File: config.mk
export PLATFORM = sky130hd
export DESIGN_NAME = dwc_top
export DESIGN_NICKNAME = d
export VERILOG_FILES = /design/src/dwc_top.v /design/src/dwc_unit.v
export VERILOG_INCLUDE_DIRS = /design/src
export SDC_FILE = /design/constraint.sdc
export NUM_CORES = 1
export LEC_CHECK = 0
export BUFFER_PORTS_ARGS = -buffer_cell sky130_fd_sc_hd__buf_2
export CAP_MARGIN = 40
export CELL_PAD_IN_SITES_DETAIL_PLACEMENT = 0
export CELL_PAD_IN_SITES_GLOBAL_PLACEMENT = 1
export CORE_MARGIN = 2
export CORE_UTILIZATION = 47
export CTS_CLUSTER_SIZE = 16
export DETAILED_ROUTE_END_ITERATION = 6
export PLACE_DENSITY_LB_ADDON = 0.1
export SETUP_SLACK_MARGIN = 0.02
export SLEW_MARGIN = 10
export SYNTH_ARGS = -nofsm -noshare
export SYNTH_HDL_FRONTEND = slang
export SYNTH_SLANG_ARGS = --single-unit
File: constraint.sdc
create_clock -name core_clk_in -period 3.6 [get_ports core_clk_in]
set_clock_uncertainty 0.1 [all_clocks]
set_input_delay 0.72 -clock core_clk_in [delete_from_list [all_inputs] [get_ports core_clk_in]]
set_output_delay 0.72 -clock core_clk_in [all_outputs]
set_load 0.02 [all_outputs]
File: src/dwc_defs.vh
// constants for the debug watchpoint control block
`ifndef DWC_DEFS_VH
`define DWC_DEFS_VH

// ----------------------------------------------------------------
// register addresses
// ----------------------------------------------------------------
`define DWC_ADDR_DBG_CTRL   5'h00
`define DWC_ADDR_WP0_AV     5'h08
`define DWC_ADDR_WP0_AM     5'h09
`define DWC_ADDR_WP0_DV     5'h0a
`define DWC_ADDR_WP0_DM     5'h0b
`define DWC_ADDR_WP0_CV     5'h0c
`define DWC_ADDR_WP0_CM     5'h0d
`define DWC_ADDR_WP1_AV     5'h10
`define DWC_ADDR_WP1_AM     5'h11
`define DWC_ADDR_WP1_DV     5'h12
`define DWC_ADDR_WP1_DM     5'h13
`define DWC_ADDR_WP1_CV     5'h14
`define DWC_ADDR_WP1_CM     5'h15

// ----------------------------------------------------------------
// watchpoint control field positions
// ----------------------------------------------------------------
`define DWC_CV_DIR          0
`define DWC_CV_CMP          1
`define DWC_CV_BYC          2
`define DWC_CV_DSEL         3
`define DWC_CV_PRIV         4
`define DWC_CV_EXT          5
`define DWC_CV_CHAIN        6
`define DWC_CV_RANGE        7
`define DWC_CV_EN           8

// ----------------------------------------------------------------
// debug control fields and reset
// ----------------------------------------------------------------
`define DWC_DC_ACK          0
`define DWC_DC_REQ          1
`define DWC_DC_INTERRUPT_INHIBIT       2
`define DWC_DC_RSVD         3
`define DWC_DC_MON          4
`define DWC_DC_DIS          5
`define DWC_DC_RESET        6'h10
`define DWC_DC_WMASK        6'h37

`define DWC_CV_RESET        9'h000
`define DWC_CM_RESET        8'hff
`define DWC_WORD_RESET      32'h0000_0000
`define DWC_MASK_RESET      32'hffff_ffff

`endif

File: src/dwc_top.v
// debug watchpoint control: register chain, two watchpoints, debug control
// Behaviour
// control bit 3 low makes the unit compare instruction-side buses.
// control bit 3 high makes the unit compare data-side buses.
// mask bit one removes the matching value bit from comparison.
// debugger sets control mask bit 0 in instruction mode.
// control bit 1 compares against the compressed-state fetch signal.
// control bit 2 compares against the bytecode-state fetch signal.
// control bit 4 compares against fetch privilege, 1 privileged.
// control bit 5 compares per-unit external condition input, index by unit.
// unit 1 link latch output feeds unit 0 chain input.
// link latch enabled by address or control hit, stores data hit.
// link latch cleared on control value write or test reset low.
// unit 1 address hit feeds unit 0 range input.
// break signal raised on match only when enable bit 8 set.
// debug control is six bits, written when rw high, read when low.
// debug control bit 5 disables comparators; resets to zero.
// reset-set flag keeps comparators off until first chain access.
// debug control bit 4 selects monitor mode, resets to one.
// interrupts inhibited when bit 2 set or acknowledge high.
// bit 1 synchronised then ORed with external halt request.
// visible acknowledge is core acknowledge ORed with bit 0.
// match needs every unmasked address, data and control bit equal.
`include "dwc_defs.vh"

module dwc_top (
    input  wire        core_clk_in,
    input  wire        srst_in,
    input  wire        trst_n_in,
    input  wire        reg_acc_in,
    input  wire        reg_rw_in,
    input  wire [4:0]  reg_addr_in,
    input  wire [31:0] reg_wdata_in,
    output wire [31:0] reg_rdata_out,
    input  wire [31:0] i_addr_in,
    input  wire [31:0] i_data_in,
    input  wire        compressed_state_match_in,
    input  wire        bytecode_state_match_in,
    input  wire        fetch_privilege_match_in,
    input  wire [31:0] d_addr_in,
    input  wire [31:0] d_data_in,
    input  wire [7:0]  d_ctrl_in,
    input  wire [1:0]  external_condition_input_in,
    input  wire        core_halt_ack_in,
    input  wire        external_halt_request_in,
    input  wire        irq_in,
    input  wire        fiq_in,
    output wire        irq_out,
    output wire        fiq_out,
    output wire        halt_request_force_out,
    output wire        halt_acknowledge_out,
    output wire        instr_break_signal_out,
    output wire        data_break_out,
    output wire        prefetch_abort_out,
    output wire        data_abort_out,
    output wire        monitor_mode_out,
    output wire [1:0]  link_latch_output_out
);

    // ------------------------------------------------------------
    // pin synchronisers
    // ------------------------------------------------------------
    reg [1:0] trst_s_r;
    reg [1:0] ereq_s_r;
    reg [1:0] ext_s0_r;
    reg [1:0] ext_s1_r;
    reg [1:0] irq_s_r;
    reg [1:0] fiq_s_r;
    always @(posedge core_clk_in) begin
        if (srst_in) begin
            trst_s_r <= 2'h3;
            ereq_s_r <= 2'h0;
            ext_s0_r <= 2'h0;
            ext_s1_r <= 2'h0;
            irq_s_r  <= 2'h0;
            fiq_s_r  <= 2'h0;
        end else begin
            trst_s_r <= {trst_s_r[0], trst_n_in};
            ereq_s_r <= {ereq_s_r[0], external_halt_request_in};
            ext_s0_r <= {ext_s0_r[0], external_condition_input_in[0]};
            ext_s1_r <= {ext_s1_r[0], external_condition_input_in[1]};
            irq_s_r  <= {irq_s_r[0], irq_in};
            fiq_s_r  <= {fiq_s_r[0], fiq_in};
        end
    end
    wire trst_n = trst_s_r[1];

    // ------------------------------------------------------------
    // register decode
    // ------------------------------------------------------------
    function sel;
        input [4:0] a;
        input [4:0] target;
        begin
            sel = reg_acc_in && reg_rw_in && (a == target);
        end
    endfunction

    reg [5:0]  dbg_ctrl_r;
    reg        cmp_hold_r;
    reg [31:0] av_r [0:1];
    reg [31:0] am_r [0:1];
    reg [31:0] dv_r [0:1];
    reg [31:0] dm_r [0:1];
    reg [8:0]  cv_r [0:1];
    reg [7:0]  cm_r [0:1];
    reg [31:0] rdata_r;

    wire wr_dc = sel(reg_addr_in, `DWC_ADDR_DBG_CTRL);
    wire [1:0] wr_av;
    wire [1:0] wr_am;
    wire [1:0] wr_dv;
    wire [1:0] wr_dm;
    wire [1:0] wr_cv;
    wire [1:0] wr_cm;
    assign wr_av = {sel(reg_addr_in, `DWC_ADDR_WP1_AV), sel(reg_addr_in, `DWC_ADDR_WP0_AV)};
    assign wr_am = {sel(reg_addr_in, `DWC_ADDR_WP1_AM), sel(reg_addr_in, `DWC_ADDR_WP0_AM)};
    assign wr_dv = {sel(reg_addr_in, `DWC_ADDR_WP1_DV), sel(reg_addr_in, `DWC_ADDR_WP0_DV)};
    assign wr_dm = {sel(reg_addr_in, `DWC_ADDR_WP1_DM), sel(reg_addr_in, `DWC_ADDR_WP0_DM)};
    assign wr_cv = {sel(reg_addr_in, `DWC_ADDR_WP1_CV), sel(reg_addr_in, `DWC_ADDR_WP0_CV)};
    assign wr_cm = {sel(reg_addr_in, `DWC_ADDR_WP1_CM), sel(reg_addr_in, `DWC_ADDR_WP0_CM)};

    // ------------------------------------------------------------
    // debug control and power-up hold
    // ------------------------------------------------------------
    always @(posedge core_clk_in) begin
        if (srst_in) begin
            dbg_ctrl_r <= `DWC_DC_RESET;
            cmp_hold_r <= 1'b1;
        end else begin
            if (reg_acc_in) begin
                cmp_hold_r <= 1'b0;
            end
            if (wr_dc) begin
                // reserved bit 3 is kept at zero
                dbg_ctrl_r <= reg_wdata_in[5:0] & `DWC_DC_WMASK;
            end
        end
    end

    // ------------------------------------------------------------
    // watchpoint register banks
    // ------------------------------------------------------------
    genvar g;
    generate
        for (g = 0; g < 2; g = g + 1) begin : bank
            always @(posedge core_clk_in) begin
                if (srst_in) begin
                    av_r[g] <= `DWC_WORD_RESET;
                    am_r[g] <= `DWC_MASK_RESET;
                    dv_r[g] <= `DWC_WORD_RESET;
                    dm_r[g] <= `DWC_MASK_RESET;
                    cv_r[g] <= `DWC_CV_RESET;
                    cm_r[g] <= `DWC_CM_RESET;
                end else begin
                    if (wr_av[g]) begin
                        av_r[g] <= reg_wdata_in;
                    end
                    if (wr_am[g]) begin
                        am_r[g] <= reg_wdata_in;
                    end
                    if (wr_dv[g]) begin
                        dv_r[g] <= reg_wdata_in;
                    end
                    if (wr_dm[g]) begin
                        dm_r[g] <= reg_wdata_in;
                    end
                    if (wr_cv[g]) begin
                        cv_r[g] <= reg_wdata_in[8:0];
                    end
                    if (wr_cm[g]) begin
                        cm_r[g] <= reg_wdata_in[7:0];
                    end
                end
            end
        end
    endgenerate

    // ------------------------------------------------------------
    // read path
    // ------------------------------------------------------------
    reg [31:0] rdata_nxt;
    always @* begin
        case (reg_addr_in)
            `DWC_ADDR_DBG_CTRL: rdata_nxt = {26'h0, dbg_ctrl_r};
            `DWC_ADDR_WP0_AV:   rdata_nxt = av_r[0];
            `DWC_ADDR_WP0_AM:   rdata_nxt = am_r[0];
            `DWC_ADDR_WP0_DV:   rdata_nxt = dv_r[0];
            `DWC_ADDR_WP0_DM:   rdata_nxt = dm_r[0];
            `DWC_ADDR_WP0_CV:   rdata_nxt = {23'h0, cv_r[0]};
            `DWC_ADDR_WP0_CM:   rdata_nxt = {24'h0, cm_r[0]};
            `DWC_ADDR_WP1_AV:   rdata_nxt = av_r[1];
            `DWC_ADDR_WP1_AM:   rdata_nxt = am_r[1];
            `DWC_ADDR_WP1_DV:   rdata_nxt = dv_r[1];
            `DWC_ADDR_WP1_DM:   rdata_nxt = dm_r[1];
            `DWC_ADDR_WP1_CV:   rdata_nxt = {23'h0, cv_r[1]};
            `DWC_ADDR_WP1_CM:   rdata_nxt = {24'h0, cm_r[1]};
            default:            rdata_nxt = 32'h0000_0000;
        endcase
    end

    always @(posedge core_clk_in) begin
        if (srst_in) begin
            rdata_r <= 32'h0000_0000;
        end else if (reg_acc_in && !reg_rw_in) begin
            rdata_r <= rdata_nxt;
        end
    end
    assign reg_rdata_out = rdata_r;

    // ------------------------------------------------------------
    // watchpoint units
    // ------------------------------------------------------------
    wire cmp_off = dbg_ctrl_r[`DWC_DC_DIS] | cmp_hold_r;
    // instruction control bus: bit1 compressed, bit2 bytecode, bit4 privilege
    wire [7:0] i_ctrl0 = {2'b00, ext_s0_r[1], fetch_privilege_match_in, 1'b0,
                          bytecode_state_match_in, compressed_state_match_in, 1'b0};
    wire [7:0] i_ctrl1 = {2'b00, ext_s1_r[1], fetch_privilege_match_in, 1'b0,
                          bytecode_state_match_in, compressed_state_match_in, 1'b0};
    // data control bus keeps its bits; bit 5 carries the external condition
    wire [7:0] d_ctrl0 = {d_ctrl_in[7:6], ext_s0_r[1], d_ctrl_in[4:0]};
    wire [7:0] d_ctrl1 = {d_ctrl_in[7:6], ext_s1_r[1], d_ctrl_in[4:0]};

    wire [1:0] addr_hit;
    wire [1:0] match;
    wire [1:0] brk;
    wire [1:0] link;

    dwc_unit u_wp1 (
        .core_clk_in           (core_clk_in),
        .srst_in               (srst_in),
        .trst_n_in             (trst_n),
        .cv_wr_in              (wr_cv[1]),
        .addr_val_in           (av_r[1]),
        .addr_mask_in          (am_r[1]),
        .data_val_in           (dv_r[1]),
        .data_mask_in          (dm_r[1]),
        .ctrl_val_in           (cv_r[1]),
        .ctrl_mask_in          (cm_r[1]),
        .cmp_off_in            (cmp_off),
        .i_addr_in             (i_addr_in),
        .i_data_in             (i_data_in),
        .i_ctrl_in             (i_ctrl1),
        .d_addr_in             (d_addr_in),
        .d_data_in             (d_data_in),
        .d_ctrl_in             (d_ctrl1),
        .chain_in              (1'b0),
        .range_in              (1'b0),
        .addr_match_out        (addr_hit[1]),
        .match_out             (match[1]),
        .break_out             (brk[1]),
        .link_latch_output_out (link[1])
    );

    dwc_unit u_wp0 (
        .core_clk_in           (core_clk_in),
        .srst_in               (srst_in),
        .trst_n_in             (trst_n),
        .cv_wr_in              (wr_cv[0]),
        .addr_val_in           (av_r[0]),
        .addr_mask_in          (am_r[0]),
        .data_val_in           (dv_r[0]),
        .data_mask_in          (dm_r[0]),
        .ctrl_val_in           (cv_r[0]),
        .ctrl_mask_in          (cm_r[0]),
        .cmp_off_in            (cmp_off),
        .i_addr_in             (i_addr_in),
        .i_data_in             (i_data_in),
        .i_ctrl_in             (i_ctrl0),
        .d_addr_in             (d_addr_in),
        .d_data_in             (d_data_in),
        .d_ctrl_in             (d_ctrl0),
        .chain_in              (link[1]),
        .range_in              (addr_hit[1]),
        .addr_match_out        (addr_hit[0]),
        .match_out             (match[0]),
        .break_out             (brk[0]),
        .link_latch_output_out (link[0])
    );
    assign link_latch_output_out = link;

    // ------------------------------------------------------------
    // break routing and core-facing signals
    // ------------------------------------------------------------
    wire mon = dbg_ctrl_r[`DWC_DC_MON];
    // unit break goes to the instruction side when it watches fetches
    wire i_brk = (brk[0] & ~cv_r[0][`DWC_CV_DSEL]) | (brk[1] & ~cv_r[1][`DWC_CV_DSEL]);
    wire d_brk = (brk[0] & cv_r[0][`DWC_CV_DSEL]) | (brk[1] & cv_r[1][`DWC_CV_DSEL]);
    assign instr_break_signal_out = i_brk & ~mon;
    assign data_break_out         = d_brk & ~mon;
    assign prefetch_abort_out     = i_brk & mon;
    assign data_abort_out         = d_brk & mon;
    assign monitor_mode_out       = mon;

    // forced request passes two flops before merging with the pin
    reg [1:0] req_s_r;
    always @(posedge core_clk_in) begin
        if (srst_in) begin
            req_s_r <= 2'h0;
        end else begin
            req_s_r <= {req_s_r[0], dbg_ctrl_r[`DWC_DC_REQ]};
        end
    end
    assign halt_request_force_out = req_s_r[1] | ereq_s_r[1];

    assign halt_acknowledge_out = core_halt_ack_in | dbg_ctrl_r[`DWC_DC_ACK];
    wire int_block = dbg_ctrl_r[`DWC_DC_INTERRUPT_INHIBIT] | halt_acknowledge_out;
    assign irq_out = irq_s_r[1] & ~int_block;
    assign fiq_out = fiq_s_r[1] & ~int_block;

endmodule

File: src/dwc_unit.v
// one watchpoint comparator unit with its link latch
`include "dwc_defs.vh"

module dwc_unit (
    input  wire        core_clk_in,
    input  wire        srst_in,
    input  wire        trst_n_in,
    input  wire        cv_wr_in,
    input  wire [31:0] addr_val_in,
    input  wire [31:0] addr_mask_in,
    input  wire [31:0] data_val_in,
    input  wire [31:0] data_mask_in,
    input  wire [8:0]  ctrl_val_in,
    input  wire [7:0]  ctrl_mask_in,
    input  wire        cmp_off_in,
    input  wire [31:0] i_addr_in,
    input  wire [31:0] i_data_in,
    input  wire [7:0]  i_ctrl_in,
    input  wire [31:0] d_addr_in,
    input  wire [31:0] d_data_in,
    input  wire [7:0]  d_ctrl_in,
    input  wire        chain_in,
    input  wire        range_in,
    output wire        addr_match_out,
    output wire        match_out,
    output wire        break_out,
    output wire        link_latch_output_out
);

    // ------------------------------------------------------------
    // bus selection
    // ------------------------------------------------------------
    wire        dsel = ctrl_val_in[`DWC_CV_DSEL];
    wire [31:0] a_bus = dsel ? d_addr_in : i_addr_in;
    wire [31:0] v_bus = dsel ? d_data_in : i_data_in;
    wire [7:0]  c_bus = dsel ? d_ctrl_in : i_ctrl_in;

    // ------------------------------------------------------------
    // masked comparison
    // ------------------------------------------------------------
    // control bus layout: bit1 compressed, bit2 bytecode, bit4 privilege,
    // bit5 external, bits 6/7 chain and range
    wire [7:0] c_full = {range_in, chain_in, c_bus[5:0]};
    // bit 3 selects the bus and is never part of the comparison
    wire [7:0] c_eff_mask = ctrl_mask_in | 8'h08;

    wire a_hit = &((a_bus ~^ addr_val_in) | addr_mask_in);
    wire d_hit = &((v_bus ~^ data_val_in) | data_mask_in);
    wire c_hit = &((c_full ~^ ctrl_val_in[7:0]) | c_eff_mask);

    assign addr_match_out = a_hit & ~cmp_off_in;
    assign match_out      = a_hit & d_hit & c_hit & ~cmp_off_in;
    assign break_out      = match_out & ctrl_val_in[`DWC_CV_EN];

    // ------------------------------------------------------------
    // link latch
    // ------------------------------------------------------------
    reg link_r;
    always @(posedge core_clk_in) begin
        if (srst_in || cv_wr_in || !trst_n_in) begin
            link_r <= 1'b0;
        end else if ((a_hit | c_hit) && !cmp_off_in) begin
            link_r <= d_hit;
        end
    end
    assign link_latch_output_out = link_r;

endmodule
==> metrics, run 1 <==
predominant post-synthesis flop cell edfxtp_1; final worst setup slack -0.8700 ns; Layout Nets 1969; Clock power frac 0.395; Period Utilization, post-route 1.242; number of DRC markers in iteration 0 1762; Post-Route WL 66.59 mm; GRT Util Overall 0.3375; Final HPWL DP 44.58 mm; largest net degree at the start of global routing 83; final setup violation count 4; port bufs 225; global route total overflow 0; post-synthesis instance area 0.01768 mm^2; CTS root buf clkbuf_16; first-pass GRT wire length 94.45 mm; worst-case vdd ir drop 0.3082 mV; area grow syn2layout 27.90%; filler cell count 3064; utilization after layout 0.6047; pwr dens 442.8 mW/mm^2; drt wl/cell 28.65 um; Via density 6.167; CP Data Required Time 2.78 ns; DR pass1 iterations 5; Worst slew margin 0.4509; Syn Area/Cell 11.88 um^2; Seq/Total Area, Yosys 0.5536; vias in the first global route 13700; final hold vios 0; clock buffer count from CTS 39; count of final max-slew check failures 0; most common cell after layout, fill and taps aside edfxtp_1; CP arrival 3.65 ns; Multi-input gate area 0.008239 mm^2; clock tree buffer depth 3; outcome finished, violations left; cell leakage power 0.008853 uW; starting density of the core 0.4728; sequential share of power 0.467; clock period minus worst slack 4.470 ns; worst-skew pair later-pin latency 0.54 ns; Residual DRC 0; Worst Setup Start Kind flop; failing checks setup timing; Worst Setup End Kind output port; hold buffer count at cts 0; maxcap violations 0; number of enable flip-flop cells after synthesis 290; internal power 7459 uW; initial antenna violation count 2; slew of the pin with the lowest slew margin 0.8236 ns; Die Ht 198.0 um; GPL Wtd Cong 0.9170; Setup TNS Final -3.456 ns; die area 0.03919 mm^2; via count 14330; flop2flop setup slack 0.37 ns; synthesis-stage register bit count 344; I/O pin cnt 230; f_max 223.7 MHz; Ys Warns 0; Sw Share 0.2551; Min-Delay Path Class in2reg; Gate power share 0.139; Syn Nets 1675; Psw 2555 uW; unrepaired setup endpoints after global routing yes; commonest cells after routing, fill and taps aside 290 x edfxtp_1, 221 x buf_2, 148 x and3_1; count of different cell masters after synthesis 45; layout cells sized above 1 0.3411; fraction of registers with async set/reset 0; CP Max Fanout 7; Worst-path clk slew 0.06 ns; # rows 71; CTS HTree Levels 2; sequential standard cell area 0.009789 mm^2; core box area 0.03740 mm^2; CTS tree built; gate count of the mapped netlist 1488; total clock sinks 344; post-route ant nets 0; chip width 198.0 um; critical setup path kind reg2out
[layer usage]
metal / share of wire / wire length, um / vias to the layer above / GRT usage
met5: 0.00011 / 7 / - / 0
li1: - / - / 6235 / -
met2: 0.46 / 30640 / 915 / 0.5310
met4: 0.035 / 2317 / 2 / 0.1170
met1: 0.40 / 26420 / 7056 / 0.4670
met3: 0.11 / 7207 / 124 / 0.06745
[metrics by stage]
step                      total power (uW)  instances  area [um^2]  worst slack (ns)  hold slack [ns]
after floorplan                       5237       1488        17680            0.1579           0.2895
after global placement                5910       2240        20210           -0.3578           0.2964
after detailed placement              5924       2240        20210           -0.3633           0.2960
after CTS                             9925       2319        21960           -0.7853           0.2512
after global routing                 10270       2323        22610           -0.9879           0.2618
final                                10010       2324        22620           -0.8700           0.2608
[logic make-up after synthesis]
group | share of synthesized area
AO/OA/AOI/OAI | 0.1230
XOR/XNOR | 0.06885
buffers and inverters | 0.02986
flip-flops | 0.5536
multiplexers | 0.07925
AND/OR/NAND/NOR | 0.1454
[cell type report]
cell class                      instances  area share
Tap cell                              511     0.02827
Clock inverter                         16    0.006307
Multi-Input combinational cell       1023      0.3643
Antenna cell                            1   0.0001107
Timing Repair Buffer                  368      0.1177
Sequential cell                       344      0.4329
Clock buffer                           55     0.04946
Inverter                                6   0.0009959
[worst paths after layout]
check                                         startpoint                                        to  depth (start not counted)
worst max register to register  cv_r[0][3]$_SDFFCE_PN0P_  u_wp0.link_latch_output_out$_SDFFE_PP0P_                         15
worst min register to register    trst_s_r[0]$_SDFF_PP1_                    trst_s_r[1]$_SDFF_PP1_                          1
worst max-delay path            cv_r[1][3]$_SDFFCE_PN0P_                    instr_break_signal_out                         14
worst min-delay path                           trst_n_in                    trst_s_r[0]$_SDFF_PP1_                          2
[sequential cells by signal, summed over array words and instances, names as in the netlist]
register	count
am_r	64
av_r	64
dm_r	64
dv_r	64
reg_rdata_out	32
cv_r	18
cm_r	16
dbg_ctrl_r	5
ereq_s_r	2
ext_s0_r	2
ext_s1_r	2
fiq_s_r	2
irq_s_r	2
req_s_r	2
trst_s_r	2
cmp_hold_r	1
u_wp0.link_latch_output_out	1
u_wp1.link_latch_output_out	1
[worst max-delay path, stage by stage (launching register included)]
cell and delay [ns]:
edfxtp_1 0.43, buf_12 0.18, buf_16 0.16, buf_12 0.15, mux2i_1 0.17, xor2_1 0.21, o22ai_1 0.17, nor4_2 0.32
nand4_1 0.15, buf_6 0.16, or3_1 0.35, a21oi_4 0.23, o41ai_4 0.10, nor2b_1 0.14, buf_4 0.16
[Yosys cell counts, drive strengths merged, types with 2 or more instances]
library cell | count | area [um^2]
edfxtp | 290 | 8708
and3 | 148 | 925.9
mux2i | 140 | 1401
xor2 | 136 | 1191
clkbuf | 89 | 334.1
a22oi | 87 | 653.1
nand2b | 86 | 538.0
or2 | 71 | 444.2
o22ai | 64 | 400.4
nor2 | 61 | 229.0
dfxtp | 54 | 1081
a21oi | 35 | 175.2
a221oi | 29 | 254.0
buf | 26 | 171.4
a22o | 25 | 219.0
a31oi | 24 | 150.1
nor4 | 17 | 106.4
nor2b | 16 | 100.1
nand2 | 15 | 56.30
a31o | 11 | 96.34
a41oi | 9 | 78.83
inv | 6 | 22.52
nor3 | 6 | 30.03
o21ai | 6 | 30.03
a222oi | 4 | 40.04
and2 | 4 | 25.02
nand3 | 4 | 20.02
nand4 | 4 | 25.02
or3 | 3 | 18.77
xnor2 | 3 | 26.28
and4b | 2 | 20.02
nand3b | 2 | 15.01
o41ai | 2 | 17.52
or3b | 2 | 17.52
[repair_timing]
item,CTS,global route
setup endpoints to repair,4,4
resized for setup,75,105
cloned,2,2
pin swaps,22,42
setup buffers,6,3
[power by group through the flow]
stage | registers [uW] | clock network (uW) | logic (uW)
after CTS | 4660 | 3990 | 1270
after global placement | 4730 | 0 | 1180
after detailed placement | 4740 | 0 | 1190
final | 4670 | 3950 | 1390
after floorplan | 4680 | 0 | 558
after global routing | 4690 | 4130 | 1440
Note: power is estimated with default switching activity, not from simulation.
==> inputs of run 2 (changes only) <==
- CAP_MARGIN: 40 -> not set
- CTS_CLUSTER_DIAMETER: not set -> 100
- REMOVE_ABC_BUFFERS: not set -> 1
==> metrics, run 2 (same netlist as run 1, synthesis figures left out) <==
outcome finished, violations left; failing checks setup timing; CTS tree built; drt wl/cell 28.60 um (-0.19%); largest net degree at the start of global routing 123 (+48%); reg2reg start cv_r[0][3]$_SDFFCE_PN0P_; most used cell, CP buf_4; Layout Nets 1965 (-0.20%); Final Non-Filler Cells 2309 (-0.65%); worst hold slack 0.2481 ns (-0.01270 ns); utilization after layout 0.5844 (-0.02034); dpl ws -0.5462 ns (-0.1830 ns); Reg2Reg Depth 15 (unchanged); CP Data Required Time 2.78 ns (about the same); crit path from cv_r[1][3]$_SDFFCE_PN0P_; Worst Setup Start Kind flop; number of DRC markers in iteration 0 1786 (+1.4%); Worst slew margin 0.5649 (+0.1140); Levels on crit path 17 (+3); global route total overflow 0 (unchanged); chip width 198.0 um (unchanged); GPL Wtd Cong 0.9405 (+2.6%); final worst setup slack -0.9100 ns (-0.04001 ns); clock period minus worst slack 4.510 ns (+0.04001 ns); Period Utilization, post-route 1.253 (+0.01112); I/O pin cnt 230 (unchanged); port bufs 225 (unchanged); internal power 6381 uW (-14%); placed cell count 2246 (+0.27%); worst-case vdd ir drop 0.3937 mV (+28%); core box area 0.03740 mm^2 (unchanged); slew of the pin with the lowest slew margin 0.6526 ns (-0.1710 ns); clock buffer count from CTS 25 (-36%); Clock power frac 0.314 (-0.081); initial antenna violation count 2 (unchanged); Residual DRC 0 (unchanged); maxcap violations 0 (unchanged); via count 14250 (-0.57%); die area 0.03919 mm^2 (unchanged); Worst Setup End Kind output port; area grow syn2layout 23.60%; final hold vios 0 (unchanged); crit-path leading delay family buffers and inverters; placed instance area 0.02037 mm^2 (+0.78%); DR pass1 iterations 6 (+1); critical setup path kind reg2out; CTS root buf clkbuf_16; f_max 221.7 MHz (-0.89%); Die Ht 198.0 um (unchanged); layout cells sized above 1 0.3211 (-0.01997); starting density of the core 0.4728 (unchanged); Min-Delay Path Class in2reg; CP max stage delay 0.39 ns (-0.04 ns); CP Max Fanout 8 (+1); clock tree buffer depth 3 (unchanged); commonest cells after routing, fill and taps aside 290 x edfxtp_1, 222 x buf_2, 148 x and3_1; worst-skew pair later-pin latency 0.57 ns (+0.03 ns); Post-Route WL 66.04 mm (-0.83%); Worst-path clk slew 0.08 ns (+0.02 ns); Final HPWL DP 43.20 mm (-3.1%); total clock sinks 344 (unchanged); vias in the first global route 13810 (+0.77%); CP bufs+invs 8 (+3); end point of the critical path data_abort_out; first-pass GRT wire length 93.80 mm (-0.69%); Sw Share 0.2700 (+0.01484); CTS HTree Levels 1 (-1); post-route ant nets 0 (unchanged); Critical R2R Capture u_wp0.link_latch_output_out$_SDFFE_PP0P_; Multi-input gate area 0.007940 mm^2 (-3.6%); sequential standard cell area 0.009789 mm^2 (unchanged); unrepaired setup endpoints after global routing yes; # rows 71 (unchanged); crit path max-delay cell type edfxtp_1; Psw 2360 uW (-7.6%); Final Cell Area 0.02185 mm^2 (-3.4%); final setup violation count 4 (unchanged); most common cell after layout, fill and taps aside edfxtp_1; CP arrival 3.69 ns (+0.04 ns); flop2flop setup slack 0.27 ns (-0.10 ns); Gate power share 0.153 (+0.014); cell leakage power 0.008580 uW (-3.1%); count of final max-slew check failures 0 (unchanged); filler cell count 3161 (+3.2%); crit path cell chain buf_12 -> buf_6 -> mux2i_1 -> buf_4 -> xor2_1 -> buf_4 -> o22ai_2 -> nor4_2 -> buf_4 -> nand4_1 -> buf_6 -> or3_4 -> a21oi_4 -> o41ai_2 -> buf_4 -> and2_4 -> buf_6; GRT Util Overall 0.3333 (-0.004220); hold buffer count at cts 0 (unchanged); Via density 6.172 (about the same); sequential share of power 0.532 (+0.065); pwr dens 399.9 mW/mm^2 (-9.7%)
run 2: routing by layer:
metal	GRT usage	routed length (um)	vias to the layer above
li1	-	-	6232
met1	0.4707	26850	7045
met2	0.5338	30330	866
met3	0.05996	7145	106
met4	0.08271	1699	2
met5	0	15	-
run 2: repair_timing:
item,CTS,global route
setup buffers,6,8
pin swaps,9,12
gates cloned,2,1
gates resized for setup,44,71
setup endpoints to repair,4,4
run 2: cell type report:
class / count / share of cell area
timing repair buffer: 378 / 0.1257
clock inverter: 2 / 0.0008015
antenna: 1 / 0.0001145
inverter: 6 / 0.001031
clock buffer: 44 / 0.03189
sequential: 344 / 0.4479
tap: 511 / 0.02926
multi-input combinational: 1023 / 0.3633
run 2: worst min-delay path by stage:
stage                           start                endpoint  slack (ns)  cells after the start
2_1_floorplan  trst_s_r[0]$_SDFF_PP1_  trst_s_r[1]$_SDFF_PP1_        0.29                      1
4_1_cts                     trst_n_in  trst_s_r[0]$_SDFF_PP1_        0.24                      2
3_5_place_dp   trst_s_r[0]$_SDFF_PP1_  trst_s_r[1]$_SDFF_PP1_        0.30                      1
3_3_place_gp   trst_s_r[0]$_SDFF_PP1_  trst_s_r[1]$_SDFF_PP1_        0.30                      1
6_report                    trst_n_in  trst_s_r[0]$_SDFF_PP1_        0.25                      2
5_1_grt                     trst_n_in  trst_s_r[0]$_SDFF_PP1_        0.25                      2
run 2: worst reg2reg max path: cells and delay by family, from the launching register on:
kind / cells / cell delay, ns
AO/OA/AOI/OAI: 3 / 0.53
multiplexers: 2 / 0.37
AND/OR/NAND/NOR: 3 / 0.75
XOR/XNOR: 1 / 0.17
buffers and inverters: 6 / 0.94
flip-flops: 1 / 0.41
run 2: stage by stage:
step | setup TNS, ns | total power [uW]
floorplan | -337.49 | 5212
global placement | -1.903 | 5914
detailed placement | -2.076 | 5930
CTS | -3.603 | 8653
global route | -3.968 | 8959
finish | -3.429 | 8741
run 2: power by group through the flow:
stage	Sequential (uW)	Clock [uW]	Combinational [uW]
finish	4650	2750	1340
global route	4670	2890	1400
CTS	4640	2760	1250
detailed placement	4730	0	1200
global placement	4730	0	1190
floorplan	4710	0	501
